File: src/logic/op_mode_pkg.sv
// Constants and types for the operating-mode power controller
package op_mode_pkg;

    // Register byte offsets on the APB bus
    localparam logic [7:0] PLL_CTRL_OFS    = 8'h00;
    localparam logic [7:0] REG_CTRL_OFS    = 8'h04;
    localparam logic [7:0] MODE_CMD_OFS    = 8'h08;
    localparam logic [7:0] PERIPH_GATE_OFS = 8'h0c;
    localparam logic [7:0] STATUS_OFS      = 8'h10;

    // Field positions in pll_control_reg
    localparam int BYPASS_BIT  = 0;
    localparam int PLL_OFF_BIT = 1;
    localparam int MULT_LSB    = 2;
    localparam int MULT_W      = 6;

    // Field positions in regulator_control_reg
    localparam int VREG_LSB        = 0;
    localparam int RTC_WAKE_EN_BIT = 2;
    localparam int PIN_WAKE_EN_BIT = 3;

    // Mode command codes and special field values
    localparam logic [1:0] CMD_SLEEP = 2'h1;
    localparam logic [1:0] CMD_DEEP  = 2'h2;
    localparam logic [1:0] VREG_OFF  = 2'h0;

    // Peripheral count and reset values
    localparam int                NUM_PERIPH        = 16;
    localparam logic [MULT_W-1:0] MULT_RESET        = 6'h05;
    localparam logic [1:0]        VREG_RESET        = 2'h3;
    localparam logic [15:0]       PERIPH_GATE_RESET = 16'hffff;

    // Operating modes plus a transient state that gates clocks
    typedef enum logic [2:0] {
        FULL_ON, ACTIVE, SLEEP, DEEP_SLEEP, HIBERNATE, SWITCHING
    } mode_type;

    // APB request from the master
    typedef struct packed {
        logic        psel;
        logic        penable;
        logic        pwrite;
        logic [7:0]  paddr;
        logic [31:0] pwdata;
    } apb_req_type;

    // APB answer to the master
    typedef struct packed {
        logic        pready;
        logic        pslverr;
        logic [31:0] prdata;
    } apb_rsp_type;

    // Power and clock controls toward the chip
    typedef struct packed {
        logic pllEnable;
        logic pllBypass;
        logic coreClockEn;
        logic sysClockEn;
        logic corePowerOn;
        logic dmaAllow;
        logic asyncBlock;
        logic regulatorWakeOut;
        logic resetSeq;
    } power_out_type;

    // Whole controller state
    typedef struct packed {
        mode_type                mode;
        logic                    toFullOn;
        logic                    bypass;
        logic                    pllOff;
        logic [MULT_W-1:0]       appliedMult;
        logic [MULT_W-1:0]       pendMult;
        logic [1:0]              vreg;
        logic                    rtcWakeEn;
        logic                    pinWakeEn;
        logic [NUM_PERIPH-1:0]   periphGate;
        logic [NUM_PERIPH-1:0]   periphClkEn;
        apb_rsp_type             rsp;
        power_out_type           pwr;
    } ctrl_state_type;

    // Power-up state: full-on, PLL running unbypassed, clocks on
    localparam ctrl_state_type RESET_STATE = '{
        mode: FULL_ON, toFullOn: 1'b0, bypass: 1'b0, pllOff: 1'b0,
        appliedMult: MULT_RESET, pendMult: MULT_RESET, vreg: VREG_RESET,
        rtcWakeEn: 1'b1, pinWakeEn: 1'b1,
        periphGate: PERIPH_GATE_RESET, periphClkEn: PERIPH_GATE_RESET,
        rsp: '{pready: 1'b0, pslverr: 1'b0, prdata: 32'h0},
        pwr: '{pllEnable: 1'b1, pllBypass: 1'b0, coreClockEn: 1'b1,
               sysClockEn: 1'b1, corePowerOn: 1'b1, dmaAllow: 1'b1,
               asyncBlock: 1'b0, regulatorWakeOut: 1'b1, resetSeq: 1'b0}
    };

endpackage : op_mode_pkg

File: src/logic/power_mode_ctrl.sv
// Operating-mode power controller with APB register access
//
// Chosen here: register access over APB and the register addresses.
`timescale 1ns/100ps

// Notes on behaviour
// - Power-up in full-on, PLL unbypassed, clocks on
// - Active: PLL bypassed, clocks at input rate
// - Multiplier written in active applies at full-on
// - Active mode keeps DMA to memory allowed
// - Sleep stops core clock, PLL and system run
// - Sleep wakeup goes by bypass bit
// - No system DMA during sleep
// - Deep sleep: clocks stopped, PLL off, power on
// - Deep sleep blocks asynchronous peripheral accesses
// - Deep sleep ends only on reset, RTC or a zero-volt regulator write
// - RTC interrupt in deep sleep goes active
// - Reset input in deep sleep goes full-on
// - Hibernate: PLL off, clocks stopped, power removed
// - Zero-volt regulator setting enters hibernate
// - Writing 00 drives regulator wake low
// - Each peripheral has its own clock gate
// - Hibernate wakeup runs full reset sequence
// - Regulator wake high means supply on
// - Only regulator control survives hibernate
module power_mode_ctrl (
    input  wire logic                                   sys_clk,
    input  wire logic                                   rst,
    input  wire op_mode_pkg::apb_req_type               apbIn,
    output      op_mode_pkg::apb_rsp_type               apbOut,
    input  wire logic                                   wakeEvent,
    input  wire logic                                   rtcWake,
    input  wire logic                                   resetIn,
    output      op_mode_pkg::power_out_type             powerOut,
    output      logic [op_mode_pkg::NUM_PERIPH-1:0]     periphClkEn
);

    // Registered state and its next value
    op_mode_pkg::ctrl_state_type state_reg;
    op_mode_pkg::ctrl_state_type state_next;

    // Bus phase decode
    logic        setupPhase;   // First cycle of a transfer
    logic        accessFire;   // Access phase completing this edge
    logic        addrHit;      // Address names a register
    logic        writeFire;    // Write taking effect this edge
    // Software requests seen this cycle
    logic        sleepCmd;     // Sleep requested
    logic        deepCmd;      // Deep sleep requested
    logic        offWrite;     // Regulator field written to zero
    logic        hibWake;      // A wake source ends hibernate
    logic [31:0] readValue;    // Read mux output

    // Outputs straight from the state flip-flops
    assign apbOut      = state_reg.rsp;
    assign powerOut    = state_reg.pwr;
    assign periphClkEn = state_reg.periphClkEn;

    // Next state: bus slave, mode sequencer and output table
    always_comb begin
        state_next = state_reg;
        setupPhase = apbIn.psel & ~apbIn.penable;
        accessFire = apbIn.psel & apbIn.penable & state_reg.rsp.pready;
        writeFire  = accessFire & apbIn.pwrite;
        sleepCmd   = 1'b0;
        deepCmd    = 1'b0;
        offWrite   = 1'b0;
        readValue  = 32'h0;

        // Decode the register address
        case (apbIn.paddr)
            op_mode_pkg::PLL_CTRL_OFS: begin
                addrHit = 1'b1;
                readValue[op_mode_pkg::BYPASS_BIT]  = state_reg.bypass;
                readValue[op_mode_pkg::PLL_OFF_BIT] = state_reg.pllOff;
                readValue[op_mode_pkg::MULT_LSB +: op_mode_pkg::MULT_W] =
                    state_reg.pendMult;
            end
            op_mode_pkg::REG_CTRL_OFS: begin
                addrHit = 1'b1;
                readValue[op_mode_pkg::VREG_LSB +: 2]          = state_reg.vreg;
                readValue[op_mode_pkg::RTC_WAKE_EN_BIT] = state_reg.rtcWakeEn;
                readValue[op_mode_pkg::PIN_WAKE_EN_BIT] = state_reg.pinWakeEn;
            end
            op_mode_pkg::MODE_CMD_OFS: begin
                // Write-only command, reads as zero
                addrHit = 1'b1;
            end
            op_mode_pkg::PERIPH_GATE_OFS: begin
                addrHit = 1'b1;
                readValue[op_mode_pkg::NUM_PERIPH-1:0] = state_reg.periphGate;
            end
            op_mode_pkg::STATUS_OFS: begin
                // Live mode, applied multiplier and control outputs
                addrHit          = 1'b1;
                readValue[2:0]   = state_reg.mode;
                readValue[8:3]   = state_reg.appliedMult;
                readValue[17:9]  = state_reg.pwr;
            end
            default: begin
                // Unmapped: error answer, no effect
                addrHit = 1'b0;
            end
        endcase

        // Zero-wait answer: ready in the first access cycle
        state_next.rsp.pready  = setupPhase;
        state_next.rsp.pslverr = setupPhase & ~addrHit;
        state_next.rsp.prdata  = setupPhase ? readValue : 32'h0;

        // Register writes at the completing access edge
        if (writeFire) begin
            case (apbIn.paddr)
                op_mode_pkg::PLL_CTRL_OFS: begin
                    state_next.bypass   = apbIn.pwdata[op_mode_pkg::BYPASS_BIT];
                    // PLL may only be switched off in active mode
                    state_next.pllOff   = apbIn.pwdata[op_mode_pkg::PLL_OFF_BIT] &
                        (state_reg.mode == op_mode_pkg::ACTIVE);
                    // Held pending until full-on is entered
                    state_next.pendMult =
                        apbIn.pwdata[op_mode_pkg::MULT_LSB +: op_mode_pkg::MULT_W];
                end
                op_mode_pkg::REG_CTRL_OFS: begin
                    state_next.vreg      = apbIn.pwdata[op_mode_pkg::VREG_LSB +: 2];
                    state_next.rtcWakeEn = apbIn.pwdata[op_mode_pkg::RTC_WAKE_EN_BIT];
                    state_next.pinWakeEn = apbIn.pwdata[op_mode_pkg::PIN_WAKE_EN_BIT];
                    offWrite = apbIn.pwdata[op_mode_pkg::VREG_LSB +: 2] ==
                        op_mode_pkg::VREG_OFF;
                end
                op_mode_pkg::MODE_CMD_OFS: begin
                    sleepCmd = apbIn.pwdata[1:0] == op_mode_pkg::CMD_SLEEP;
                    deepCmd  = apbIn.pwdata[1:0] == op_mode_pkg::CMD_DEEP;
                end
                op_mode_pkg::PERIPH_GATE_OFS: begin
                    state_next.periphGate = apbIn.pwdata[op_mode_pkg::NUM_PERIPH-1:0];
                end
                default: begin
                    // Nothing stored
                    state_next.periphGate = state_reg.periphGate;
                end
            endcase
        end

        // Any enabled source wakes the device out of hibernate
        hibWake = resetIn | (rtcWake & state_reg.rtcWakeEn) |
                  (wakeEvent & state_reg.pinWakeEn);

        // Mode sequencer
        state_next.pwr.resetSeq = 1'b0;
        if (state_reg.mode == op_mode_pkg::HIBERNATE) begin
            if (hibWake) begin
                // Fresh reset; regulator control contents survive
                state_next           = op_mode_pkg::RESET_STATE;
                state_next.vreg      = state_reg.vreg;
                state_next.rtcWakeEn = state_reg.rtcWakeEn;
                state_next.pinWakeEn = state_reg.pinWakeEn;
                state_next.pwr.resetSeq = 1'b1;
            end
        end else if (offWrite) begin
            // Zero-volt request: go straight to hibernate
            state_next.mode = op_mode_pkg::HIBERNATE;
        end else if (resetIn) begin
            // Reset input returns to full-on from any running mode
            state_next = op_mode_pkg::RESET_STATE;
            state_next.vreg      = state_reg.vreg;
            state_next.rtcWakeEn = state_reg.rtcWakeEn;
            state_next.pinWakeEn = state_reg.pinWakeEn;
            state_next.pwr.resetSeq = 1'b1;
        end else begin
            case (state_reg.mode)
                op_mode_pkg::FULL_ON: begin
                    if (state_next.bypass) begin
                        // Bypass set: move to active through a gated cycle
                        state_next.mode     = op_mode_pkg::SWITCHING;
                        state_next.toFullOn = 1'b0;
                    end else if (sleepCmd) begin
                        state_next.mode = op_mode_pkg::SLEEP;
                    end else if (deepCmd) begin
                        state_next.mode = op_mode_pkg::DEEP_SLEEP;
                    end
                end
                op_mode_pkg::ACTIVE: begin
                    if (!state_next.bypass && !state_next.pllOff) begin
                        // Unbypass only with the PLL running
                        state_next.mode     = op_mode_pkg::SWITCHING;
                        state_next.toFullOn = 1'b1;
                    end else if (sleepCmd && !state_reg.pllOff) begin
                        state_next.mode = op_mode_pkg::SLEEP;
                    end else if (deepCmd) begin
                        state_next.mode = op_mode_pkg::DEEP_SLEEP;
                    end
                end
                op_mode_pkg::SLEEP: begin
                    if (wakeEvent || rtcWake) begin
                        // Bypass bit picks the target mode
                        state_next.mode     = op_mode_pkg::SWITCHING;
                        state_next.toFullOn = ~state_reg.bypass;
                    end
                end
                op_mode_pkg::DEEP_SLEEP: begin
                    // Only the RTC interrupt, reset or a zero-volt regulator write ends deep sleep
                    if (rtcWake) begin
                        state_next.mode     = op_mode_pkg::SWITCHING;
                        state_next.toFullOn = 1'b0;
                        state_next.bypass   = 1'b1;
                    end
                end
                op_mode_pkg::SWITCHING: begin
                    // Clocks were gated last cycle; now release
                    state_next.mode = state_reg.toFullOn ?
                        op_mode_pkg::FULL_ON : op_mode_pkg::ACTIVE;
                end
                default: begin
                    state_next.mode = op_mode_pkg::FULL_ON;
                end
            endcase
        end

        // New multiplier takes effect on entry to full-on
        if (state_next.mode == op_mode_pkg::FULL_ON &&
            state_reg.mode != op_mode_pkg::FULL_ON) begin
            state_next.appliedMult = state_next.pendMult;
        end

        // Output table per mode
        case (state_next.mode)
            op_mode_pkg::FULL_ON: begin
                state_next.pwr.pllEnable   = 1'b1;
                state_next.pwr.pllBypass   = 1'b0;
                state_next.pwr.coreClockEn = 1'b1;
                state_next.pwr.sysClockEn  = 1'b1;
                state_next.pwr.corePowerOn = 1'b1;
                state_next.pwr.dmaAllow    = 1'b1;
                state_next.pwr.asyncBlock  = 1'b0;
            end
            op_mode_pkg::ACTIVE: begin
                state_next.pwr.pllEnable   = ~state_next.pllOff;
                state_next.pwr.pllBypass   = 1'b1;
                state_next.pwr.coreClockEn = 1'b1;
                state_next.pwr.sysClockEn  = 1'b1;
                state_next.pwr.corePowerOn = 1'b1;
                state_next.pwr.dmaAllow    = 1'b1;
                state_next.pwr.asyncBlock  = 1'b0;
            end
            op_mode_pkg::SLEEP: begin
                // Bypass select held as it was
                state_next.pwr.pllEnable   = 1'b1;
                state_next.pwr.coreClockEn = 1'b0;
                state_next.pwr.sysClockEn  = 1'b1;
                state_next.pwr.corePowerOn = 1'b1;
                state_next.pwr.dmaAllow    = 1'b0;
                state_next.pwr.asyncBlock  = 1'b0;
            end
            op_mode_pkg::DEEP_SLEEP: begin
                state_next.pwr.pllEnable   = 1'b0;
                state_next.pwr.coreClockEn = 1'b0;
                state_next.pwr.sysClockEn  = 1'b0;
                state_next.pwr.corePowerOn = 1'b1;
                state_next.pwr.dmaAllow    = 1'b0;
                state_next.pwr.asyncBlock  = 1'b1;
            end
            op_mode_pkg::HIBERNATE: begin
                state_next.pwr.pllEnable   = 1'b0;
                state_next.pwr.coreClockEn = 1'b0;
                state_next.pwr.sysClockEn  = 1'b0;
                state_next.pwr.corePowerOn = 1'b0;
                state_next.pwr.dmaAllow    = 1'b0;
                state_next.pwr.asyncBlock  = 1'b1;
            end
            default: begin
                // Switching: both clocks held off while bypass moves
                state_next.pwr.pllEnable   = state_next.toFullOn | ~state_next.pllOff;
                state_next.pwr.pllBypass   = ~state_next.toFullOn;
                state_next.pwr.coreClockEn = 1'b0;
                state_next.pwr.sysClockEn  = 1'b0;
                state_next.pwr.corePowerOn = 1'b1;
                state_next.pwr.dmaAllow    = 1'b0;
                state_next.pwr.asyncBlock  = 1'b0;
            end
        endcase

        // Regulator wake: low after a zero write, high again on wake
        if (offWrite && state_reg.mode != op_mode_pkg::HIBERNATE) begin
            state_next.pwr.regulatorWakeOut = 1'b0;
        end else if (state_next.pwr.resetSeq) begin
            state_next.pwr.regulatorWakeOut = 1'b1;
        end

        // Per-peripheral gates, all off with the system clock
        state_next.periphClkEn = state_next.periphGate &
            {op_mode_pkg::NUM_PERIPH{state_next.pwr.sysClockEn}};
    end

    // State register
    always_ff @(posedge sys_clk or posedge rst) begin
        if (rst) begin
            state_reg <= op_mode_pkg::RESET_STATE;
        end else begin
            state_reg <= state_next;
        end
    end

endmodule : power_mode_ctrl

File: config.mk
export PLATFORM = sky130hd
export DESIGN_NAME = power_mode_ctrl
export DESIGN_NICKNAME = d
export VERILOG_FILES = /design/src/logic/op_mode_pkg.sv /design/src/logic/power_mode_ctrl.sv
export SDC_FILE = /design/constraint.sdc
export NUM_CORES = 1
export LEC_CHECK = 0
export BUFFER_PORTS_ARGS = -buffer_cell sky130_fd_sc_hd__buf_2
export CAP_MARGIN = 10
export CORE_MARGIN = 2
export CORE_UTILIZATION = 53
export CTS_CLUSTER_SIZE = 14
export DETAILED_ROUTE_END_ITERATION = 8
export GPL_TIMING_DRIVEN = 0
export PLACE_DENSITY = 0.9
export SYNTH_ARGS = -nofsm -noshare
export SYNTH_HDL_FRONTEND = slang
export SYNTH_SLANG_ARGS = --single-unit
File: constraint.sdc
create_clock -name sys_clk -period 3 [get_ports sys_clk]
set_clock_uncertainty 0.15 [all_clocks]
set_input_delay 0.3 -clock sys_clk [delete_from_list [all_inputs] [get_ports sys_clk]]
set_output_delay 0.3 -clock sys_clk [all_outputs]
set_load 0.1 [all_outputs]
==> run summary <==
outcome - completed
Initial Util - 54.2%
synth warn - 0
insertion delay to the later sink of the worst-skew pair - 350 ps
dpl hpwl - 7.46 mm
critical path required time - 3090 ps
largest cells by area after synthesis - dfstp_2 (29%), dfrtp_1 (22%), buf_4 (11%)
MaxCap Viol Count - 0
critical path class - register to register
Synth cell types - 49
Syn Area/Cell - 9.94 um^2
dominant cell type by area after synthesis - dfstp_2
worst rel slew slack - 39.1%
Leak - 2.34 nW
Syn-to-layout area delta - 21.0%
critical path endpoint category - register
DRC viols - 0
CTS Buf Count - 9
CP most frequent cell - o211ai_1
Clock Root Buffer - clkbuf_8
top cell type's share of synthesized area - 28.5%
Yosys reg bits - 82
Cell Count, Final, Fillers Out - 626
Worst-Margin Slew - 907 ps
Worst setup SP type - register
Hold Vio Cnt, Final - 0
IO buf count - 74
GRT Total Usage - 25.3%
clock transition at the registers of the reported paths - 80 ps
Diodes inserted - 0
max reg flops - 38
gpl congestion - 0.923
CP cell instances - or4b_2 > o211ai_1 > o211ai_1 > a211oi_2 > nor2_1 > nor4b_4 > buf_4 > mux2_2
core area - 7650 um^2
TritonCTS clock tree - done
top_reg_cell synth - dfstp_2
sequential cell area - 2110 um^2
H-tree levels - 3
slowest stage delay, CP - 700 ps
VDD IR-drop max - 0.000363 V
drt wl/cell - 17.2 um
Die W - 92.4 um
PD cells - 873 nW/um^2
share of post-route cells with drive strength above 1 - 43.9%
fin. max-slew vios - 0
Cells after Synth - 417
DRT iter0 DRCs - 578
initial antenna violation count - 0
placed cell count - 607
min cycle time layout - 2940 ps
Die Span Y - 92.4 um
vias in the first global route - 3,392
critical path peak fanout - 6
clock sink count - 82
Final ANT Viol Nets - 0
largest net degree at the start of global routing - 55
Max clock buf depth - 2
RSZ-0062 raised after global routing - no
io pins - 107
Final Hold Slack - 44.3 ps
post-layout util - 65.6%
Core Rows - 32
Setup-failing EPs final - 0
crit share post-route - 97.8%
final wirelength - 10.7 mm
Via Count - 3,614
f_max - 341 MHz
min-delay worst type - primary input to register
first-pass GRT wire length - 16.9 mm
Mapped Area - 4150 um^2
sequential area share after synthesis - 50.9%
Fillers - 543
via/cell ratio - 5.77
gr ovfl total - 0
WP data arrival - 3020 ps
die area - 8540 um^2
Multi-input gate area - 1580 um^2
EDFF count, synth - 0
First-pass DRT Iterations - 7
asr flop ratio synth - 100%
slowest CP cell - or4b_2
nets@finish - 567
## what timing repair did
| item | 4_1_cts | 5_1_grt |
|---|---|---|
| endpoints found under the setup margin | 13 | 31 |
| gates resized for setup | 3 | 11 |
| hold buffers | 1 | 0 |
| setup buffers | 0 | 3 |
| endpoints found under the hold margin | 10 | 0 |
| cloned | 0 | 0 |
| pin swaps | 0 | 2 |
## path summary, 6_finish.rpt
kind                                         startpoint  slack, ps  depth (start not counted)                         to
max in group asynchronous                           rst       1740                          4      powerOut[8]$_DFF_PP1_
worst max-delay path            state_reg[96]$_DFF_PP0_         60                          8  state_reg[89]$_DFFE_PP0P_
worst min register to register  state_reg[69]$_DFF_PP1_        360                          2    state_reg[69]$_DFF_PP1_
worst min-delay path                          apbIn[10]         40                          3    state_reg[69]$_DFF_PP1_
worst max register to register  state_reg[96]$_DFF_PP0_         60                          8  state_reg[89]$_DFFE_PP0P_
min in group asynchronous                           rst        330                          3        apbOut[4]$_DFF_PP0_
## layout by cell type (no fill, tap or decap), types with 3 or more instances in the layout
cell type,synthesis,layout
o21ai_0,5,5
a21oi_1,14,13
mux2_2,8,8
nand4_1,7,7
mux2_1,3,3
or4_1,4,4
dfrtp_1,37,37
nand2_1,62,62
clkbuf_8,0,9
clkbuf_1,16,12
nand3_1,25,25
inv_1,9,8
a22oi_1,7,7
o211ai_1,4,4
a211o_1,3,3
a222oi_1,8,8
buf_2,3,77
nor2_1,20,20
and2_1,22,22
nor3_1,13,12
buf_4,59,62
and3_1,4,4
clkbuf_2,0,3
dfstp_2,45,45
conb_1,1,14
## critical path, delay by kind of cell, from the launching register on
family,cells,cell delay (ps)
flip-flops,1,430
AO/OA/AOI/OAI,3,650
buffers and inverters,1,200
multiplexers,1,340
AND/OR/NAND/NOR,3,1060
## power by group
group / switching, mW / internal, mW / total (mW)
clock network: 0.399 / 0.472 / 0.871
registers: 0.0753 / 1.33 / 1.41
logic: 1.58 / 0.519 / 2.10
total: 2.05 / 2.32 / 4.38
## synthesized netlist by cell type, types with 2 or more instances
| cell | number |
|---|---|
| a222oi_1 | 8 |
| and2_1 | 22 |
| a21bo_2 | 2 |
| o211ai_1 | 4 |
| o21ai_1 | 2 |
| mux2_1 | 3 |
| and4_1 | 2 |
| or4b_2 | 2 |
| nor2_2 | 2 |
| or4_1 | 4 |
| a21boi_0 | 3 |
| buf_2 | 3 |
| inv_1 | 9 |
| buf_4 | 59 |
| mux2_2 | 8 |
| nand2_1 | 62 |
| clkbuf_1 | 16 |
| nand4_1 | 7 |
| o21ai_0 | 5 |
| dfstp_2 | 45 |
| nor2_1 | 20 |
| a21oi_1 | 14 |
| a22oi_1 | 7 |
| a211oi_1 | 2 |
| nor4_1 | 2 |
| nor3_1 | 13 |
| nand2b_1 | 2 |
| and3_1 | 4 |
| nor3b_1 | 2 |
| nor4_2 | 2 |
| a211o_1 | 3 |
| dfrtp_1 | 37 |
| nand3_1 | 25 |
## per-layer routing
metal / share of wire [%] / global-route usage (%) / routed length, um
met5: 0 / 0 / 0
met4: 2.8 / 9.70 / 304
met3: 9.1 / 4.72 / 982
met2: 50 / 43.6 / 5420
met1: 38 / 31.6 / 4030
## metrics by stage
| step | setup slack, ps | power (mW) | TNS [ps] | cell area, um^2 |
|---|---|---|---|---|
| floorplan | 305 | 3.14 | 0 | 4190 |
| global placement | -259 | 3.40 | -11500 | 4690 |
| detailed placement | -190 | 3.43 | -3390 | 4720 |
| CTS | 5.83 | 4.31 | 0 | 4960 |
| global route | 15.5 | 4.51 | 0 | 5010 |
| finish | 64.7 | 4.38 | 0 | 5010 |
## cell type report
type | instances | area share, %
well taps | 102 | 2.54
inverters | 9 | 0.724
clock inverters | 6 | 1.80
repair buffers | 79 | 8.58
multi-input cells | 261 | 31.4
plain buffers | 77 | 10.3
clock buffers | 10 | 2.54
flip-flops and latches | 82 | 42.0
## cells by family (layout without fill, tap and decap cells)
logic type	Yosys count	after routing	share of synthesized area, %
AND/OR/NAND/NOR	175	175	21.9
buffers and inverters	87	181	13.3
flip-flops	82	82	50.9
AO/OA/AOI/OAI	60	60	10.7
multiplexers	11	11	2.99
other	1	14	0.0905
XOR/XNOR	1	1	0.211
Note: power is estimated with default switching activity, not from simulation.
